## src/verilog/pmt_pkg.sv

```systemverilog
// Purpose: Shared constants and types for the period match timer.
// Assumes: AXI4-Lite register access with 32-bit data, one word per register.
// Notes: Offsets are byte addresses inside the timer's window.
package pmt_pkg;

  // Register byte offsets.
  localparam logic [7:0] ADDR_CONTROL = 8'h00;
  localparam logic [7:0] ADDR_COUNT = 8'h04;
  localparam logic [7:0] ADDR_PERIOD = 8'h08;
  localparam logic [7:0] ADDR_STATUS = 8'h0c;
  localparam logic [7:0] ADDR_CLEAR = 8'h10;
  localparam logic [7:0] ADDR_ENABLE = 8'h14;
  localparam logic [7:0] ADDR_RUN = 8'h18;

  // Reset values.
  localparam logic [7:0] COUNT_RESET = 8'h00;
  localparam logic [7:0] PERIOD_RESET = 8'hff;
  localparam logic [6:0] CONTROL_RESET = 7'h00;

  // Control field positions.
  localparam int PRE_LSB = 0;
  localparam int ON_BIT = 2;
  localparam int POST_LSB = 3;

  // Clock division: instruction clock is a quarter of the oscillator.
  localparam logic [1:0] INSTR_DIV_LAST = 2'h3;
  localparam logic [3:0] PRE_LAST_1 = 4'h0;
  localparam logic [3:0] PRE_LAST_4 = 4'h3;
  localparam logic [3:0] PRE_LAST_16 = 4'hf;

  // AXI response codes.
  localparam logic [1:0] RESP_OKAY = 2'h0;
  localparam logic [1:0] RESP_SLVERR = 2'h2;

  // Time base handed to the PWM units.
  typedef struct packed {
    logic [7:0] count;
    logic match;
  } pmt_timebase_t;

endpackage

```

## src/verilog/pmt_timer.sv

```systemverilog
// Purpose: 8-bit period timer with prescaler, postscaler and AXI4-Lite registers.
// Assumes: aclk is the oscillator; the instruction clock is an enable pulse every 4 cycles.
// Notes: Rules of operation follow, one to a line, tag first.
// Operation
// RL1: Count clock is instruction clock through prescaler.
// RL2: Prescale codes select divide by 1, 4, 16.
// RL3: Postscale ratio equals field value plus one.
// RL4: On bit enables counting; clear holds count.
// RL5: Count up to period, then wrap to zero.
// RL6: Zero period keeps count at zero.
// RL7: Postscaler overflow sets the timer event flag.
// RL8: Raw match pulse goes to serial port.
// RL9: Count or control write clears both scalers.
// RL10: Control write leaves count value unchanged.
// RL11: Reset clears count, sets period all ones.
// RL12: Every reset clears prescaler and postscaler.
// RL13: Count does not increment during sleep.
// RL14: Prescaler keeps partial count across sleep.
// RL15: Control bit seven reads zero, ignores writes.
// RL16: Count and period are readable and writable.
// RL17: Count and match feed the PWM time base.
// RL18: Event flag stays set until software clears.
//
// Design decisions made here: register access over AXI4-Lite and the placing of the registers.
`timescale 1ns/1ps
module pmt_timer (
  // Clock and reset.
  input wire logic aclk,
  input wire logic aresetn,
  // Write address channel.
  input wire logic [7:0] s_axi_awaddr,
  input wire logic s_axi_awvalid,
  output logic s_axi_awready,
  // Write data channel.
  input wire logic [31:0] s_axi_wdata,
  input wire logic [3:0] s_axi_wstrb,
  input wire logic s_axi_wvalid,
  output logic s_axi_wready,
  // Write response channel.
  output logic [1:0] s_axi_bresp,
  output logic s_axi_bvalid,
  input wire logic s_axi_bready,
  // Read address channel.
  input wire logic [7:0] s_axi_araddr,
  input wire logic s_axi_arvalid,
  output logic s_axi_arready,
  // Read data channel.
  output logic [31:0] s_axi_rdata,
  output logic [1:0] s_axi_rresp,
  output logic s_axi_rvalid,
  input wire logic s_axi_rready,
  // Device state from the system.
  input wire logic sleep_req,
  // Timer outputs.
  output logic serial_shift_tick,
  output pmt_pkg::pmt_timebase_t pwm_timebase,
  output logic irq
);

  // Register state.
  logic [6:0] control;
  logic [7:0] count;
  logic [7:0] period;
  logic event_flag;
  logic event_enable;
  logic [1:0] instr_div;
  logic [3:0] pre_cnt;
  logic [3:0] post_cnt;
  logic sleep_meta;
  logic sleep_sync;

  // AXI bookkeeping.
  logic aw_held;
  logic w_held;
  logic [7:0] aw_addr;
  logic [31:0] w_data;
  logic [3:0] w_strb;

  // Capture of the sleep level across the clock boundary.
  always_ff @(posedge aclk) begin
    if (!aresetn) begin
      sleep_meta <= 1'b0;
      sleep_sync <= 1'b0;
    end else begin
      sleep_meta <= sleep_req;
      sleep_sync <= sleep_meta;
    end
  end

  // Write channel decode.
  wire aw_take = s_axi_awvalid && s_axi_awready;
  wire w_take = s_axi_wvalid && s_axi_wready;
  wire have_aw = aw_held || aw_take;
  wire have_w = w_held || w_take;
  wire [7:0] wr_addr = aw_held ? aw_addr : s_axi_awaddr;
  wire [31:0] wr_data = w_held ? w_data : s_axi_wdata;
  wire [3:0] wr_strb = w_held ? w_strb : s_axi_wstrb;
  wire wr_fire = have_aw && have_w && !s_axi_bvalid;
  wire wr_lane0 = wr_fire && wr_strb[0];
  wire wr_control = wr_lane0 && (wr_addr == pmt_pkg::ADDR_CONTROL);
  wire wr_count = wr_lane0 && (wr_addr == pmt_pkg::ADDR_COUNT);
  wire wr_period = wr_lane0 && (wr_addr == pmt_pkg::ADDR_PERIOD);
  wire wr_clear = wr_lane0 && (wr_addr == pmt_pkg::ADDR_CLEAR) && wr_data[0];
  wire wr_enable = wr_lane0 && (wr_addr == pmt_pkg::ADDR_ENABLE);
  wire wr_run = wr_lane0 && (wr_addr == pmt_pkg::ADDR_RUN);

  // Address check shared by read and write paths.
  function automatic logic addr_known(input logic [7:0] a);
    addr_known = (a == pmt_pkg::ADDR_CONTROL) || (a == pmt_pkg::ADDR_COUNT) ||
                 (a == pmt_pkg::ADDR_PERIOD) || (a == pmt_pkg::ADDR_STATUS) ||
                 (a == pmt_pkg::ADDR_CLEAR) || (a == pmt_pkg::ADDR_ENABLE) ||
                 (a == pmt_pkg::ADDR_RUN);
  endfunction

  // Write address and data hold until both are present, then one response.
  always_ff @(posedge aclk) begin
    if (!aresetn) begin
      aw_held <= 1'b0;
      w_held <= 1'b0;
      aw_addr <= 8'h00;
      w_data <= 32'h0000_0000;
      w_strb <= 4'h0;
      s_axi_awready <= 1'b0;
      s_axi_wready <= 1'b0;
      s_axi_bvalid <= 1'b0;
      s_axi_bresp <= pmt_pkg::RESP_OKAY;
    end else begin
      s_axi_awready <= !have_aw && !s_axi_bvalid && !wr_fire;
      s_axi_wready <= !have_w && !s_axi_bvalid && !wr_fire;
      if (wr_fire) begin
        aw_held <= 1'b0;
        w_held <= 1'b0;
        s_axi_bvalid <= 1'b1;
        s_axi_bresp <= addr_known(wr_addr) ? pmt_pkg::RESP_OKAY : pmt_pkg::RESP_SLVERR;
      end else begin
        if (aw_take) begin
          aw_held <= 1'b1;
          aw_addr <= s_axi_awaddr;
        end
        if (w_take) begin
          w_held <= 1'b1;
          w_data <= s_axi_wdata;
          w_strb <= s_axi_wstrb;
        end
        if (s_axi_bvalid && s_axi_bready) begin
          s_axi_bvalid <= 1'b0;
        end
      end
    end
  end

  // Read data selection; unused upper bits read as zero.
  logic [31:0] rd_word;
  always_comb begin
    rd_word = 32'h0000_0000;
    unique case (s_axi_araddr)
      pmt_pkg::ADDR_CONTROL: rd_word[7:0] = {1'b0, control}; // see RL15
      pmt_pkg::ADDR_COUNT: rd_word[7:0] = count; // see RL16
      pmt_pkg::ADDR_PERIOD: rd_word[7:0] = period; // see RL16
      pmt_pkg::ADDR_STATUS: rd_word[0] = event_flag;
      pmt_pkg::ADDR_ENABLE: rd_word[0] = event_enable;
      default: rd_word = 32'h0000_0000;
    endcase
  end

  // Read channel: accept, answer next cycle, hold until taken.
  always_ff @(posedge aclk) begin
    if (!aresetn) begin
      s_axi_arready <= 1'b0;
      s_axi_rvalid <= 1'b0;
      s_axi_rdata <= 32'h0000_0000;
      s_axi_rresp <= pmt_pkg::RESP_OKAY;
    end else begin
      s_axi_arready <= !s_axi_rvalid && !(s_axi_arvalid && s_axi_arready);
      if (s_axi_arvalid && s_axi_arready) begin
        s_axi_rvalid <= 1'b1;
        s_axi_rdata <= rd_word;
        s_axi_rresp <= addr_known(s_axi_araddr) ? pmt_pkg::RESP_OKAY : pmt_pkg::RESP_SLVERR;
      end else if (s_axi_rvalid && s_axi_rready) begin
        s_axi_rvalid <= 1'b0;
      end
    end
  end

  // Timer stepping decode.
  wire instr_tick = (instr_div == pmt_pkg::INSTR_DIV_LAST); // see RL1
  wire timer_on = control[pmt_pkg::ON_BIT];
  wire [1:0] pre_sel = control[pmt_pkg::PRE_LSB +: 2];
  wire [3:0] post_sel = control[pmt_pkg::POST_LSB +: 4];
  wire [3:0] pre_last = pre_sel[1] ? pmt_pkg::PRE_LAST_16 :
                        (pre_sel[0] ? pmt_pkg::PRE_LAST_4 : pmt_pkg::PRE_LAST_1); // see RL2
  wire run_tick = instr_tick && timer_on && !sleep_sync; // see RL4, RL13, RL14
  wire pre_tick = run_tick && (pre_cnt >= pre_last);
  wire period_match = (count == period);
  wire step_match = pre_tick && period_match; // see RL5, RL6
  wire post_over = step_match && (post_cnt >= post_sel); // see RL3
  wire scaler_clear = wr_count || wr_control; // see RL9

  // Flag clears come from the clear register or a zero written through the run alias.
  wire flag_clear_req = wr_clear || (wr_run && !wr_data[0]); // see RL18
  wire irq_mask = wr_enable ? wr_data[0] : event_enable;
  wire next_irq = (event_flag || post_over) && irq_mask;

  // Instruction clock divider, free running from the oscillator.
  // Writes never clear it, so the first step after a write may come up to three cycles early.
  always_ff @(posedge aclk) begin
    if (!aresetn) begin
      instr_div <= 2'h0;
    end else begin
      instr_div <= instr_div + 2'h1;
    end
  end

  // Prescaler and postscaler; reset and count or control writes clear both.
  always_ff @(posedge aclk) begin
    if (!aresetn || scaler_clear) begin // see RL12, RL9
      pre_cnt <= 4'h0;
      post_cnt <= 4'h0;
    end else begin
      if (run_tick) begin
        pre_cnt <= pre_tick ? 4'h0 : pre_cnt + 4'h1;
      end
      if (step_match) begin
        post_cnt <= post_over ? 4'h0 : post_cnt + 4'h1; // see RL7
      end
    end
  end

  // Count, period and control registers.
  always_ff @(posedge aclk) begin
    if (!aresetn) begin
      count <= pmt_pkg::COUNT_RESET; // see RL11
      period <= pmt_pkg::PERIOD_RESET; // see RL11
      control <= pmt_pkg::CONTROL_RESET;
    end else begin
      if (wr_count) begin
        count <= wr_data[7:0]; // see RL16
      end else if (pre_tick) begin
        count <= period_match ? 8'h00 : count + 8'h01; // see RL5, RL6
      end
      if (wr_period) begin
        period <= wr_data[7:0];
      end
      if (wr_control) begin
        control <= wr_data[6:0]; // see RL15, RL10
      end
    end
  end

  // Event flag, enable and interrupt; a new event wins over a clear.
  always_ff @(posedge aclk) begin
    if (!aresetn) begin
      event_flag <= 1'b0;
      event_enable <= 1'b0;
      irq <= 1'b0;
    end else begin
      if (post_over) begin
        event_flag <= 1'b1; // see RL7, RL18
      end else if (flag_clear_req) begin
        event_flag <= 1'b0; // see RL18
      end
      if (wr_enable) begin
        event_enable <= wr_data[0];
      end
      irq <= next_irq; // see RL7
    end
  end

  // Match pulse and time base for the serial port and PWM units.
  always_ff @(posedge aclk) begin
    if (!aresetn) begin
      serial_shift_tick <= 1'b0;
      pwm_timebase <= '0;
    end else begin
      serial_shift_tick <= step_match; // see RL8
      pwm_timebase.match <= step_match; // see RL17
      pwm_timebase.count <= count; // see RL17
    end
  end

  // Checks.
  chk_ctl_msb: assert property (@(posedge aclk) disable iff (!aresetn) // see RL15
    s_axi_rvalid && $past(s_axi_araddr) == pmt_pkg::ADDR_CONTROL &&
    $rose(s_axi_rvalid) |-> s_axi_rdata[7] == 1'b0)
    else $error("control bit 7 read as one");
  chk_wrap_zero: assert property (@(posedge aclk) disable iff (!aresetn) // see RL5
    step_match && !wr_count |=> count == 8'h00)
    else $error("count did not wrap after match");
  chk_hold_off: assert property (@(posedge aclk) disable iff (!aresetn) // see RL4
    !timer_on && !wr_count |=> $stable(count))
    else $error("count moved while off");
  chk_sleep_hold: assert property (@(posedge aclk) disable iff (!aresetn) // see RL13
    sleep_sync && !wr_count |=> $stable(count))
    else $error("count moved in sleep");
  chk_prescale_keep: assert property (@(posedge aclk) disable iff (!aresetn) // see RL14
    sleep_sync && !scaler_clear |=> $stable(pre_cnt))
    else $error("prescaler changed in sleep");
  chk_scaler_clear: assert property (@(posedge aclk) disable iff (!aresetn) // see RL9
    scaler_clear |=> pre_cnt == 4'h0 && post_cnt == 4'h0)
    else $error("scalers not cleared by write");
  chk_ctl_keeps: assert property (@(posedge aclk) disable iff (!aresetn) // see RL10
    wr_control && !pre_tick |=> $stable(count))
    else $error("control write changed count");
  chk_flag_sticky: assert property (@(posedge aclk) disable iff (!aresetn) // see RL18
    event_flag && !flag_clear_req |=> event_flag)
    else $error("event flag dropped by itself");
  chk_zero_period: assert property (@(posedge aclk) disable iff (!aresetn) // see RL6
    period == 8'h00 && count == 8'h00 && !wr_count |=> count == 8'h00)
    else $error("count moved with zero period");
  chk_match_out: assert property (@(posedge aclk) disable iff (!aresetn) // see RL8
    step_match |=> serial_shift_tick && pwm_timebase.match)
    else $error("match pulse not forwarded");
  chk_reset_vals: assert property (@(posedge aclk) // see RL11
    !aresetn |=> count == 8'h00 && period == 8'hff)
    else $error("reset values wrong");

  // Bus answers stand until the master takes them, and writes land as sent.
  chk_axi_bhold: assert property (@(posedge aclk) disable iff (!aresetn) // see RL16
    s_axi_bvalid && !s_axi_bready |=> s_axi_bvalid && $stable(s_axi_bresp))
    else $error("write response dropped before taken");
  chk_axi_rhold: assert property (@(posedge aclk) disable iff (!aresetn) // see RL16
    s_axi_rvalid && !s_axi_rready |=> s_axi_rvalid && $stable(s_axi_rdata))
    else $error("read data dropped before taken");
  chk_period_load: assert property (@(posedge aclk) disable iff (!aresetn) // see RL16
    wr_period |=> period == $past(wr_data[7:0]))
    else $error("period write not stored");
  chk_ctl_load: assert property (@(posedge aclk) disable iff (!aresetn) // see RL15
    wr_control |=> control == $past(wr_data[6:0]))
    else $error("control write not stored");

  // Count stepping and scaler bounds.
  chk_instr_rate: assert property (@(posedge aclk) disable iff (!aresetn) // see RL1
    instr_tick |=> !instr_tick)
    else $error("instruction tick lasted two cycles");
  chk_count_step: assert property (@(posedge aclk) disable iff (!aresetn) // see RL1
    !pre_tick && !wr_count |=> $stable(count))
    else $error("count moved without a prescaled step");
  chk_count_inc: assert property (@(posedge aclk) disable iff (!aresetn) // see RL5
    pre_tick && !period_match && !wr_count |=> count == $past(count) + 8'h01)
    else $error("count did not step by one");
  chk_pre_bound: assert property (@(posedge aclk) disable iff (!aresetn) // see RL2
    pre_cnt <= pre_last)
    else $error("prescaler passed its last count");
  chk_post_bound: assert property (@(posedge aclk) disable iff (!aresetn) // see RL3
    post_cnt <= post_sel)
    else $error("postscaler passed its last count");
  chk_off_prescale: assert property (@(posedge aclk) disable iff (!aresetn) // see RL4
    !timer_on && !scaler_clear |=> $stable(pre_cnt))
    else $error("prescaler moved while off");
  chk_sleep_pipe: assert property (@(posedge aclk) disable iff (!aresetn) // see RL13
    $rose(sleep_sync) |-> $past(sleep_meta))
    else $error("sleep level skipped a stage");
  chk_scaler_reset: assert property (@(posedge aclk) // see RL12
    !aresetn |=> pre_cnt == 4'h0 && post_cnt == 4'h0)
    else $error("scalers not cleared by reset");

  // Event flag, interrupt and forwarded match.
  chk_flag_set: assert property (@(posedge aclk) disable iff (!aresetn) // see RL7
    post_over |=> event_flag)
    else $error("postscaler overflow did not set flag");
  chk_flag_clear: assert property (@(posedge aclk) disable iff (!aresetn) // see RL18
    flag_clear_req && !post_over |=> !event_flag)
    else $error("flag not cleared by software");
  chk_irq_follow: assert property (@(posedge aclk) disable iff (!aresetn) // see RL7
    event_flag && event_enable && !wr_enable |=> irq)
    else $error("enabled flag did not raise irq");
  chk_irq_quiet: assert property (@(posedge aclk) disable iff (!aresetn) // see RL7
    !event_flag && !post_over |=> !irq)
    else $error("irq raised without flag");
  chk_shift_once: assert property (@(posedge aclk) disable iff (!aresetn) // see RL8
    serial_shift_tick |=> !serial_shift_tick)
    else $error("shift tick lasted two cycles");
  chk_match_only: assert property (@(posedge aclk) disable iff (!aresetn) // see RL8
    !step_match |=> !serial_shift_tick)
    else $error("shift tick without a match");
  chk_time_base: assert property (@(posedge aclk) disable iff (!aresetn) // see RL17
    1'b1 |=> pwm_timebase.count == $past(count))
    else $error("time base count does not follow count");

endmodule

```

## config.mk

```make
export PLATFORM = sky130hd
export DESIGN_NAME = pmt_timer
export DESIGN_NICKNAME = d
export VERILOG_FILES = /design/src/verilog/pmt_pkg.sv /design/src/verilog/pmt_timer.sv
export SDC_FILE = /design/constraint.sdc
export NUM_CORES = 1
export LEC_CHECK = 0
export ABC_AREA = 0
export CAP_MARGIN = 0
export CORE_MARGIN = 10
export CORE_UTILIZATION = 63
export CTS_CLUSTER_DIAMETER = 200
export CTS_CLUSTER_SIZE = 25
export DETAILED_ROUTE_END_ITERATION = 16
export DONT_BUFFER_PORTS = 1
export PLACE_DENSITY = 0.85
export SYNTH_ARGS = -nofsm -noshare
export SYNTH_HDL_FRONTEND = slang
export SYNTH_SLANG_ARGS = --single-unit
export TNS_END_PERCENT = 20
```

## constraint.sdc

```tcl
create_clock -name aclk -period 2.85 [get_ports aclk]
set_input_delay 0.57 -clock aclk [delete_from_list [all_inputs] [get_ports aclk]]
set_output_delay 0.57 -clock aclk [all_outputs]
set_load 0.01 [all_outputs]
```

==> results.json <==
{
  "utilization_pct": 66.6,
  "synth_area_leaders": "dfxtp_1, mux2i_1, buf_4, nand2_1, ha_1",
  "p_leak_nw": 1.77,
  "grt_pass1_vias": 3116,
  "syn_to_final_growth_pct": 3.61,
  "via_count": 3147,
  "ir_drop_v": 0.000330,
  "cp.arrival_ns": 2.80,
  "post_cts_resized": 0,
  "rsz0062_at_grt": "false",
  "place_congestion": 0.864,
  "crit_slowest_cell": "or3_1",
  "drive_above_1_share_pct": 7.83,
  "relSlewSlack_pct": 56.8,
  "endpoint_kind": "register",
  "yosysTopAreaCell": "dfxtp_1",
  "path_cells": "or4b_4 -> o22a_4 -> or3_1 -> buf_4 -> a21oi_1 -> a31oi_1",
  "diodes": 0,
  "synth-main-ff-cell": "dfxtp_1",
  "core_um2": 6310,
  "n_fill_cell": 520,
  "start_util_pct": 64.2,
  "maxCapViolCount": 0,
  "grt_overflow": 0,
  "synth.top_cell.area_share_pct": 40.0,
  "slowest_delay_ns": 0.60,
  "ys_warn_count": 0,
  "cts.htree.levels": 3,
  "tightest_slew_ns": 0.644,
  "final_cells": 524,
  "holdWs_ns": 0.285,
  "postLayoutCellArea_um2": 4200,
  "vias_per_cell": 6.01,
  "synth_edf_count": 0,
  "place_inst": 508,
  "grt_max_degree": 45,
  "syn-cell-area_um2": 4060,
  "track_usage_pct": 18.8,
  "place_area_um2": 4000,
  "die_y_um": 100,
  "drt_iter0_drc": 217,
  "drtAntennaViolNets": 0,
  "ios": 112,
  "syn_area_per_cell_um2": 9.12,
  "cts_setup_buffers": 0,
  "tritoncts": "done",
  "final.period_utilization_pct": 90.7,
  "drt_wl_total_mm": 9.50,
  "die_x_um": 100,
  "final_hold_viol_count": 0,
  "dr.pass1.iters": 4,
  "clk_pin_slew_worst_paths_ns": 0.08,
  "finalPower_mw": 2.22,
  "portBuffers": 0,
  "start_kind": "register",
  "path_max_fanout": 17,
  "setup_tns_ns": 0,
  "dp_hpwl_mm": 6.98,
  "drc": 0,
  "clock_sinks": 81,
  "clk_latency_ns": 0.35,
  "grt_first_pass_wirelength_mm": 15.3,
  "cts_buffer_depth": 2,
  "cts.root.buffer_cell": "clkbuf_8",
  "hold_class": "in -> reg",
  "die-area_um2": 10000,
  "critical_path_required_ns": 3.06,
  "setup_viol": 0,
  "period_minus_slack_ns": 2.59,
  "ys_ff_latch": 81,
  "final_nets": 514,
  "synth.distinct_cells": 60,
  "regArea_um2": 1620,
  "path_class": "reg -> reg",
  "postCtsHoldBufs": 0,
  "rows": 29,
  "fin_skew_ns": 0.00947,
  "run_status": "finished, final reports clean",
  "slew_violations": 0,
  "synth-seq-area-share_pct": 40.0,
  "setup_slack_ns": 0.264,
  "power_density_nw_per_um2": 529,
  "timing.fmax_mhz": 387,
  "wl_per_cell_um": 18.1,
  "async_flop_share_pct": 0,
  "synthCells": 445,
  "multiInputGateArea_um2": 2180,
  "place_ws_ns": 0.278,
  "cts_inserted_buffers": 9,
  "antenna_found_initial": 0
}
path summary, 6_finish.rpt:
kind / startpoint / to / slack (ns) / depth (start not counted)
setup reg to reg: aw_held / count[7] / 0.26 / 6
setup / recovery: aw_held / count[7] / 0.26 / 6
hold / removal: aresetn / period[3] / 0.28 / 1
hold reg to reg: instr_div[0] / instr_div[0] / 0.44 / 1
per-layer routing:
metal  part of all wire (%)  wire length [um]  vias up  track usage, %
met4                    2.3               218        0            9.24
met2                     50              4740      115            32.4
met5                      0                 0        -               0
met1                     39              3710     1500            20.4
met3                    8.8               835       18            5.84
li1                       -                 -     1514               -
cells in the mapped netlist, drive strengths merged, types with 2 or more instances:
cell type   n
nor4        4
o211ai     11
mux2i      33
nand3      14
a21o        2
and3b       2
nor3b       3
a32oi       6
dfxtp      81
o21ai      13
a31oi       4
or3         4
inv        14
xor2       10
o31ai       2
and3        3
or4         6
o21a        2
nand2      46
nand4       7
or4b        2
o22a        2
or3b        2
nor2b       4
nor3        5
and2       14
nand2b      4
clkbuf     10
xnor2       2
or2         2
a21oi      19
mux2       11
a21boi      3
nor2       40
ha         12
buf        34
power breakdown:
part           internal (mW)  switching [mW]  total [mW]
clock                  0.453           0.412       0.866
sequential              1.16          0.0283        1.19
combinational         0.0671           0.102       0.170
flip-flops by register name, indices dropped and copies added, names as in the netlist, 7 cells and up:
name,cells
aw_addr,8
control,7
count,8
period,8
pwm_timebase,9
s_axi_rdata,8
w_data,8
cells in the final DEF (no fill, tap or decap), drive strengths merged, types with 5 or more instances in the layout:
cell     n
dfxtp   81
nand2   46
nor2    40
mux2i   33
conb    26
a21oi   19
and2    14
nand3   14
inv     14
o21ai   13
ha      12
clkbuf  12
o211ai  11
mux2    11
xor2    10
nand4    7
a32oi    6
or4      6
nor3     5
buf      5
final cells by class:
cell class,count,share of cell area [%]
Tap cell,77,2.29
Multi-Input combinational cell,330,52.0
Sequential cell,81,38.6
Timing Repair Buffer,5,0.893
Clock buffer,12,3.69
Clock inverter,4,1.22
Inverter,15,1.34
critical path, delay by kind of cell (launching register included):
family | cells | cell delay [ns]
AND/OR/NAND/NOR | 2 | 1.14
AO/OA/AOI/OAI | 3 | 0.46
buffers and inverters | 1 | 0.26
flip-flops | 1 | 0.57
cell families (layout without fill, tap and decap cells):
family / count (synthesis) / after routing / share of synthesized area [%]
compound gates: 72 / 72 / 11.9
xor+xnor: 12 / 12 / 2.59
fa+ha+maj: 12 / 12 / 3.70
buf+inv: 59 / 36 / 8.48
flops: 81 / 81 / 40.0
mux: 45 / 45 / 11.8
other cells: 1 / 26 / 0.0924
simple gates: 163 / 163 / 21.5
Power figures use the tool's default switching activity.
